<file path="config.mk">
export PLATFORM = sky130hd
export DESIGN_NAME = rsc_sequence
export DESIGN_NICKNAME = d
export VERILOG_FILES = /design/src/rsc_pkg.sv /design/src/rsc_sequence.sv
export SDC_FILE = /design/constraint.sdc
export NUM_CORES = 1
export LEC_CHECK = 0
export ABC_AREA = 0
export BUFFER_PORTS_ARGS = -buffer_cell sky130_fd_sc_hd__buf_2
export CORE_MARGIN = 10
export CORE_UTILIZATION = 50
export CTS_BUF_LIST = sky130_fd_sc_hd__clkbuf_16
export DETAILED_ROUTE_END_ITERATION = 10
export PLACE_DENSITY = 0.74
export RECOVER_POWER = 25
export SYNTH_ARGS = -nofsm -noshare
export SYNTH_HDL_FRONTEND = slang
export SYNTH_SLANG_ARGS = --single-unit
</file>
<file path="constraint.sdc">
create_clock -name clk -period 8.65 [get_ports clk]
set_input_delay 1.2975 -clock clk [delete_from_list [all_inputs] [get_ports clk]]
set_output_delay 1.2975 -clock clk [all_outputs]
set_load 0.01 [all_outputs]
</file>
<file path="src/rsc_pkg.sv">
// Package for the resampling sequence control block
package rsc_pkg;

  localparam int RSC_START_LATENCY = 9;
  localparam int RSC_DELAY_MAX     = 7;
  localparam int RSC_DELAY_W       = 3;
  localparam int RSC_CNT_W         = 16;
  localparam int RSC_PARAM_W       = 32;

  // Transform geometry
  typedef struct packed {
    logic [RSC_CNT_W-1:0] walk_len;
    logic [RSC_CNT_W-1:0] line_len;
    logic [RSC_CNT_W-1:0] line_cnt;
    logic                 nearest;
  } rsc_geom_t;

  // Registered control inputs
  typedef struct packed {
    logic restart;
    logic run_on;
    logic stall_n;
    logic param_select_n;
  } rsc_ctrl_t;

  typedef enum logic [3:0] {
    RSC_ST_INIT  = 4'h1,
    RSC_ST_START = 4'h2,
    RSC_ST_RUN   = 4'h4,
    RSC_ST_HALT  = 4'h8
  } rsc_state_t;

endpackage

</file>
<file path="src/rsc_sequence.sv">
// Frame sequencing, preload gating and walk strobes for the resampler
`timescale 1ns/1ps
module rsc_sequence
  import rsc_pkg::*;
#(
  parameter int CNT_W = rsc_pkg::RSC_CNT_W
) (
  // Clock and reset
  input  wire logic                     clk,
  input  wire logic                     arst_n,
  // Control pins
  input  wire logic                     restart,
  input  wire logic                     run_on,
  input  wire logic                     stall_n,
  input  wire logic                     param_select_n,
  input  wire logic                     param_write_n,
  // Preload side
  input  wire rsc_pkg::rsc_geom_t       preload_geom,
  input  wire logic [RSC_DELAY_W-1:0]   sum_clear_delay,
  input  wire logic [RSC_DELAY_W-1:0]   target_store_delay,
  // Target enable pin
  input  wire logic                     target_port_enable_n,
  // Outputs
  output logic                          param_load_strobe_n,
  output logic                          source_valid,
  output logic                          sum_clear_n,
  output logic                          target_store_n,
  output logic                          target_store_oe,
  output rsc_pkg::rsc_geom_t            working_geom
);
  import rsc_pkg::*;

  // Counters and geometry share one width; a mismatch would truncate
  if (CNT_W != RSC_CNT_W) begin : g_bad_width
    $error("CNT_W must match package width");
  end

  typedef struct packed {
    rsc_ctrl_t                s1;
    rsc_ctrl_t                s2;
    logic [1:0]               wr_s;
    logic [1:0]               oe_s;
    rsc_state_t               state;
    logic [3:0]               lat;
    logic [CNT_W-1:0]         walk;
    logic [CNT_W-1:0]         pix;
    logic [CNT_W-1:0]         line;
    rsc_geom_t                work;
    logic [RSC_DELAY_MAX:0]   clr_pipe;
    logic [RSC_DELAY_MAX:0]   st_pipe;
    logic                     load_n;
    logic                     valid;
    logic                     clr_n;
    logic                     st_n;
    logic                     st_oe;
  } rsc_regs_t;

  rsc_regs_t r;
  rsc_regs_t next_r;

  logic walk_first;
  logic walk_last;
  logic line_last;
  logic frame_last;
  logic line_first_cyc;
  logic advance;

  always_comb begin
    next_r = r;

    // Two-flop synchronisers on every control and enable pin, not on the preload side
    // Pins are asynchronous to clk, so no logic reads the first flop
    next_r.s1   = '{restart, run_on, stall_n, param_select_n};
    next_r.s2   = r.s1;
    next_r.wr_s = {r.wr_s[0], param_write_n};
    next_r.oe_s = {r.oe_s[0], target_port_enable_n};

    // Walk position decode
    // Compared against the working set, never the preload set
    walk_first     = (r.walk == '0);
    walk_last      = (r.walk == r.work.walk_len - CNT_W'(1));
    line_last      = walk_last && (r.pix == r.work.line_len - CNT_W'(1));
    frame_last     = line_last && (r.line == r.work.line_cnt - CNT_W'(1));
    line_first_cyc = walk_first && (r.pix == '0)
                     && (r.line == r.work.line_cnt - CNT_W'(1));
    advance        = 1'b0;

    next_r.load_n = r.wr_s[1] | r.s2.param_select_n;

    // Sequence control
    // Restart first, reload working set
    if (r.s2.restart) begin
      next_r.state = RSC_ST_INIT;
      next_r.work  = preload_geom;
      next_r.lat   = '0;
      next_r.walk  = '0;
      next_r.pix   = '0;
      next_r.line  = '0;
      next_r.valid = 1'b0;
      // Drop strobes still pending from the previous frame
      // Otherwise a stale store would land in the new image
      next_r.clr_pipe = '1;
      next_r.st_pipe  = '1;
    end else if (r.s2.stall_n) begin
      // Stall low simply skips the update
      unique case (r.state)
        RSC_ST_INIT: begin
          next_r.lat = r.lat + 4'h1;
          if (r.lat == 4'(RSC_START_LATENCY - 2)) begin
            next_r.state = RSC_ST_START;
          end
        end
        RSC_ST_START: begin
          next_r.state = RSC_ST_RUN;
          next_r.valid = 1'b1;
        end
        RSC_ST_RUN: begin
          advance = 1'b1;
          // Final line picks up new preload
          if (line_first_cyc) begin
            next_r.work = preload_geom;
          end
          if (frame_last) begin
            // Continue or freeze at next start
            next_r.state = r.s2.run_on ? RSC_ST_RUN : RSC_ST_HALT;
          end
        end
        RSC_ST_HALT: begin
          // Hold until run-on, resume next clock
          if (r.s2.run_on) begin
            next_r.state = RSC_ST_RUN;
          end
        end
      endcase
    end

    // Counters move only in the running state
    if (advance) begin
      next_r.walk = walk_last ? '0 : r.walk + CNT_W'(1);
      if (walk_last) begin
        next_r.pix = line_last ? '0 : r.pix + CNT_W'(1);
      end
      if (line_last) begin
        next_r.line = frame_last ? '0 : r.line + CNT_W'(1);
      end
    end


    // Strobes shift only while the sequence moves
    // Limitation: delayed strobes still queued at a halt wait for resume
    if (advance) begin
      next_r.clr_pipe = {r.clr_pipe[RSC_DELAY_MAX-1:0], ~walk_first};
      next_r.st_pipe  = {r.st_pipe[RSC_DELAY_MAX-1:0], ~walk_last};
    end

    next_r.clr_n = advance ? ~walk_first : r.clr_pipe[sum_clear_delay];
    if (sum_clear_delay != '0) begin
      next_r.clr_n = r.clr_pipe[sum_clear_delay - RSC_DELAY_W'(1)];
    end

    next_r.st_n = advance ? ~walk_last : r.st_pipe[target_store_delay];
    if (target_store_delay != '0) begin
      next_r.st_n = r.st_pipe[target_store_delay - RSC_DELAY_W'(1)];
    end

    if (r.work.nearest && r.state != RSC_ST_INIT) begin
      next_r.clr_n = 1'b0;
      next_r.st_n  = 1'b0;
    end

    // Registered drive enable, no tristate here
    // The pad ring owns the high-impedance state
    next_r.st_oe = ~r.oe_s[1];
  end

  always_ff @(posedge clk or negedge arst_n) begin
    if (!arst_n) begin
      r          <= '0;
      r.s1       <= '{1'b0, 1'b0, 1'b1, 1'b1};
      r.s2       <= '{1'b0, 1'b0, 1'b1, 1'b1};
      r.wr_s     <= 2'h3;
      r.oe_s     <= 2'h3;
      r.state    <= RSC_ST_INIT;
      r.clr_pipe <= '1;
      r.st_pipe  <= '1;
      r.load_n   <= 1'b1;
      r.clr_n    <= 1'b1;
      r.st_n     <= 1'b1;
    end else begin
      r <= next_r;
    end
  end

  // Every output comes straight from a flop
  assign param_load_strobe_n = r.load_n;
  assign source_valid        = r.valid;
  assign sum_clear_n         = r.clr_n;
  assign target_store_n      = r.st_n;
  assign target_store_oe     = r.st_oe;
  assign working_geom        = r.work;

endmodule // rsc_sequence

</file>
==> results of run 1 <==
[sequential cells by signal, summed over array words and instances, names as in the netlist]
| name | cells |
|---|---|
| sum_clear_n | 1 |
| target_store_n | 1 |
| next_r | 6 |
| param_load_strobe_n | 1 |
| target_store_oe | 1 |
| r | 78 |
| working_geom | 49 |
| source_valid | 1 |
[worst min path at each step]
stage | end | cells past startpoint | slack [ns]
after global placement | r[133] | 0 | 0.33
final | r[133] | 0 | 0.35
after global routing | r[127] | 0 | 0.36
after detailed placement | r[133] | 0 | 0.34
after CTS | r[133] | 0 | 0.36
after floorplan | r[132] | 0 | 0.33
[final cells by class]
cell class                      instances  share of cell area, %
Sequential cell                       138                   36.2
Clock buffer                           17                   4.41
Tap cell                              225                   2.92
Inverter                               31                   1.21
Clock inverter                         15                   1.71
Timing Repair Buffer                  123                   6.55
Multi-Input combinational cell        660                   47.0
[power breakdown]
group	leakage, uW	switching, uW	internal (uW)
Combinational	0.00221	109	94.0
Clock	0.000302	278	472
Sequential	0.00170	48.9	679
Total	0.00421	435	1240
[through the flow]
step | utilization [%] | worst slack [ns]
after floorplan | - | 5.32
after global placement | 52.4 | 4.60
after detailed placement | 52.4 | 4.56
after CTS | 55.8 | 4.54
after global routing | 55.8 | 3.51
final | 55.8 | 4.28
[synthesized netlist by cell type (all sizes together), types with 5 or more instances]
master | count | share of area, %
buf | 64 | 5.2
nor4b | 6 | 0.60
mux2 | 50 | 6.4
nor4 | 24 | 1.8
nand3b | 5 | 0.43
nor2 | 51 | 2.2
inv | 31 | 1.3
nand4 | 17 | 1.2
nand2 | 76 | 3.2
nand3 | 44 | 2.5
ha | 13 | 1.8
nor3 | 30 | 1.7
a31oi | 15 | 1.1
a21o | 23 | 2.0
xor2 | 23 | 2.3
or2 | 11 | 0.78
mux4 | 6 | 1.5
a2111oi | 6 | 0.81
dfstp | 28 | 8.4
xnor2 | 34 | 3.4
nor3b | 14 | 1.2
or4 | 11 | 0.98
or3 | 11 | 0.78
and3 | 23 | 1.6
o21ai | 32 | 1.8
a41oi | 6 | 0.60
o211ai | 8 | 0.68
a21oi | 33 | 1.9
dfrtp | 110 | 31
nand2b | 23 | 1.6
nor2b | 8 | 0.57
clkbuf | 36 | 2.0
[layer usage]
metal	up-vias	part of all wire [%]	track usage, %
li1	3386	-	-
met1	3409	45	22.4
met2	165	49	28.9
met3	22	4.7	4.32
met4	0	1.3	5.59
met5	-	0	0
[cell families after synthesis]
group	synth area share, %
simple gates	23.0
compound gates	12.6
flops	39.6
buf+inv	8.88
mux	8.39
xor+xnor	5.67
fa+ha+maj	1.85
[worst register-to-register path: stages (launching register included)]
cell and delay (ns):
dfrtp_1 0.45, inv_1 0.09, ha_1 0.22, or4b_1 0.55, or4_1 0.49, a21oi_1 0.15, a311o_2 0.15, a2111oi_4 0.07
buf_4 0.22, a21oi_4 0.74, buf_4 0.45, mux2_2 0.39
==> impl_metrics.py, run 1 <==
metrics = {
    "die": {
        "die_w_microns": 153,
        "initial_core_util_pct": 50.9,
        "coreArea_sq_mm": 0.0173,
        "row_count": 48,
        "die_area_sq_mm": 0.0233,
        "ios": 117,
        "fp.dieH_microns": 153,
    },
    "layout": {
        "num-fill-cells": 1548,
        "multiInputGateArea_sq_mm": 0.00454,
        "n_antenna_cell": 0,
        "drive_above_1_share_pct": 24.8,
        "syn_to_final_growth_pct": 9.61,
        "finalInstanceArea_sq_mm": 0.00965,
        "layout_commonest_cell": "buf_2",
        "fin_nets": 1047,
        "layout_common_cells": "115 x buf_2, 110 x dfrtp_1, 76 x nand2_1",
        "finalNonFillerCells": 1209,
        "regArea_sq_mm": 0.00349,
    },
    "placed_design": {
        "gp_congestion": 0.892,
        "placed_area_sq_mm": 0.00906,
        "dp_hpwl_microns": 14400,
        "io_buffers": 116,
        "place_inst": 1177,
    },
    "global_route": {
        "grt_overflow_total": 0,
        "grt_pass1_wl_microns": 34900,
        "antenna_found_initial": 0,
        "grt_pass1_vias": 6918,
        "grt_max_degree": 80,
        "track_usage_pct": 17.7,
    },
    "cts": {
        "post_cts_resize_count": 0,
        "ctsHoldBuffers": 0,
        "clkTransAtPathRegs_ns": 0.06,
        "clk_latency_ns": 0.43,
        "cts_buffer_depth": 2,
        "cts_sinks": 138,
        "cts.htree.levels": 4,
        "cts_made_buffers": 17,
        "clock-root-buffer": "clkbuf_16",
        "cts_setup_buffers": 0,
        "tritoncts": "done",
    },
    "routing": {
        "first_iter_violations": 632,
        "via_per_inst": 5.78,
        "wl_per_cell_microns": 17.1,
        "drc": 0,
        "wirelength_microns": 20700,
        "postRouteAntennaNets": 0,
        "num_vias": 6982,
        "dr.pass1.iters": 5,
    },
    "sta": {
        "setup_viol": 0,
        "whs_ns": 0.352,
        "worst_pin_slew_ns": 3.39,
        "finClkSkew_ns": 0.00798,
        "setup-tns-final_ns": 0,
        "max_clock_freq_mhz": 229,
        "grt_setup_unrepaired": "false",
        "period_share_pct": 50.5,
        "slew_headroom_pct": -126,
        "hold_violations": 0,
        "finalMaxSlewViolations": 61,
        "fin_crit_ns": 4.37,
    },
    "worst_setup_path": {
        "rr_endpoint": "working_geom[33]",
        "crit_arrival_ns": 4.78,
        "worst-path-stages": 2,
        "end_kind": "asynchronous set/reset pin",
        "crit_end": "target_store_oe",
        "path_class": "in2async",
        "slowest_delay_ns": 2.33,
        "reg2regPathDepth": 11,
        "cp.required_ns": 9.06,
        "crit_path_top_delay_cell": "clkbuf_1",
        "rrSetupSlack_ns": 4.56,
        "cp_max_fo": 79,
        "crit_path_cell_trace": "clkbuf_1 -> buf_4",
        "startpoint": "arst_n",
        "critPathTopFamily": "buffers and inverters",
        "critPathLaunchType": "primary input",
        "r2r_start": "working_geom[1]",
        "cp_num_buf_inv": 2,
    },
    "synth": {
        "seq_area_frac_synth_pct": 39.6,
        "ys_warn_count": 0,
        "ys_types": 82,
        "synth.net_count": 1006,
        "synth_edf_count": 0,
        "ys_ff_latch": 138,
        "synthCells": 930,
        "async_reset_ff_share_pct": 100,
        "synth_flop_cell": "dfrtp_1",
        "synth_area_per_cell_sq_um": 9.46,
        "synth_area_sq_mm": 0.00880,
    },
    "power": {
        "finalPower_uw": 1680,
        "power.density_mw_per_mm2": 174,
        "irDropWorstVdd_v": 0.000140,
        "leakagePower_uw": 0.00421,
    },
    "min_path": {
        "hold_start": "next_r[133]",
        "hold_class": "reg2reg",
    },
    "outcome": {
        "violations": "capacitance limit, slew limit",
        "outcome": "complete, but fails checks",
    },
    "run": {
        "cap_violations": 1,
    },
}
Note: power is estimated with default switching activity, not from simulation.
==> inputs of run 2 (changes only) <==
- PLACE_DENSITY: 0.74 -> 0.76
- clock period: 8.65 -> 3.6 ns (I/O delays scaled with it)
==> impl_metrics.py, run 2 (same netlist as run 1, synthesis figures left out) <==
metrics = {
    "cts": {
        "cts_made_buffers": 17,
        "clock-root-buffer": "clkbuf_16",
        "cts.htree.levels": 4,
        "cts_sinks": 138,
        "tritoncts": "done",
        "ctsHoldBuffers": 0,
        "clk_latency_ns": 0.42,
        "cts_buffer_depth": 2,
        "clkTransAtPathRegs_ns": 0.06,
    },
    "power": {
        "irDropWorstVdd_v": 0.000323,
        "leakagePower_uw": 0.00433,
        "power.density_mw_per_mm2": 403,
    },
    "sta": {
        "fin_crit_ns": 3.43,
        "whs_ns": 0.223,
        "worst_pin_slew_ns": 2.27,
        "finalMaxSlewViolations": 88,
        "period_share_pct": 95.2,
        "hold_violations": 0,
        "finClkSkew_ns": 0.00821,
        "setup-tns-final_ns": 0,
        "slew_headroom_pct": -51.6,
        "setup_viol": 0,
        "max_clock_freq_mhz": 292,
        "grt_setup_unrepaired": "false",
    },
    "run": {
        "cap_violations": 1,
    },
    "placed_design": {
        "io_buffers": 116,
        "placed_area_sq_mm": 0.00923,
        "dp_hpwl_microns": 14300,
        "gp_congestion": 0.875,
    },
    "worst_setup_path": {
        "path_class": "reg2reg",
        "end_kind": "flip-flop",
        "r2r_start": "working_geom[34]",
        "critPathLaunchType": "flip-flop",
        "cp.required_ns": 3.95,
        "cp_max_fo": 6,
        "startpoint": "working_geom[34]",
        "crit_arrival_ns": 3.77,
    },
    "min_path": {
        "hold_start": "target_port_enable_n",
        "hold_class": "in2reg",
    },
    "die": {
        "initial_core_util_pct": 50.9,
        "ios": 117,
        "fp.dieH_microns": 153,
        "coreArea_sq_mm": 0.0173,
        "die_w_microns": 153,
        "row_count": 48,
        "die_area_sq_mm": 0.0233,
    },
    "routing": {
        "first_iter_violations": 521,
        "wirelength_microns": 20200,
        "num_vias": 7087,
        "wl_per_cell_microns": 16.5,
        "via_per_inst": 5.76,
        "postRouteAntennaNets": 0,
        "dr.pass1.iters": 5,
        "drc": 0,
    },
    "layout": {
        "layout_commonest_cell": "buf_2",
        "drive_above_1_share_pct": 27.6,
        "finalInstanceArea_sq_mm": 0.00987,
        "largest_reg_flops": 78,
        "n_antenna_cell": 0,
        "regMostFlops": "r",
        "layout_common_cells": "115 x buf_2, 108 x dfrtp_1, 76 x nand2_1",
        "fin_nets": 1068,
        "syn_to_final_growth_pct": 12.1,
    },
    "outcome": {
        "violations": "capacitance limit, slew limit",
        "outcome": "complete, but fails checks",
    },
    "global_route": {
        "grt_overflow_total": 0,
        "grt_max_degree": 89,
        "grt_pass1_wl_microns": 34400,
        "track_usage_pct": 17.1,
        "grt_pass1_vias": 7013,
        "antenna_found_initial": 0,
    },
}
==> run 2: worst paths after layout <==
check                           slack, ns  cells after the start               end
worst min-delay path                 0.22                      1       next_r[127]
worst max-delay path                 0.17                     10    target_store_n
max in group asynchronous            1.28                      1  working_geom[33]
worst min register to register       0.35                      0            r[130]
worst max register to register       0.17                     10    target_store_n
min in group asynchronous            0.78                      1            r[120]
==> run 2: final cells by class <==
| class | count | area [sq um] |
|---|---|---|
| fill | 1568 | 7430 |
| multi-input combinational | 660 | 4580 |
| sequential | 138 | 3490 |
| timing repair buffer | 144 | 823 |
| clock buffer | 17 | 425 |
| tap | 225 | 282 |
| clock inverter | 15 | 144 |
| inverter | 31 | 116 |
==> run 2: worst max-delay path: stages (launching register included) <==
cell and delay [ns]:
dfrtp_2 0.44, or4_4 0.58, or3_1 0.38, a2111oi_2 0.35, or4b_4 0.53, nor4_4 0.33
nand2b_4 0.22, buf_4 0.13, and4b_1 0.18, a2111oi_0 0.07, buf_4 0.15
==> run 2: metal layers <==
metal	global-route usage, %	share of wire [%]	wire [microns]	vias to the layer above
met5	0	0	0	-
li1	-	-	-	3438
met4	4.54	0.94	191	0
met3	3.92	4.3	878	16
met2	28.7	50	10100	167
met1	21.7	45	9080	3466
==> run 2: power breakdown <==
group / internal (uW) / switching [uW]
Clock: 1070 / 656
Combinational: 242 / 278
Sequential: 1630 / 106
Total: 2940 / 1040
==> run 2: repair_timing <==
item | CTS | global route
setup endpoints to repair | 0 | 72
resized for setup | 0 | 18
setup buffers | 0 | 1
==> run 2: metrics by stage <==
stage	setup WS [ns]	cells	total power, uW	util, %
6_report	0.174	1230	3980	57.0
5_1_grt	0.000318	1230	4160	57.0
4_1_cts	0.0411	1229	4020	56.6
3_5_place_dp	0.0548	1197	2280	53.3
3_3_place_gp	0.167	1197	2270	53.3
2_1_floorplan	0.274	930	2150	-
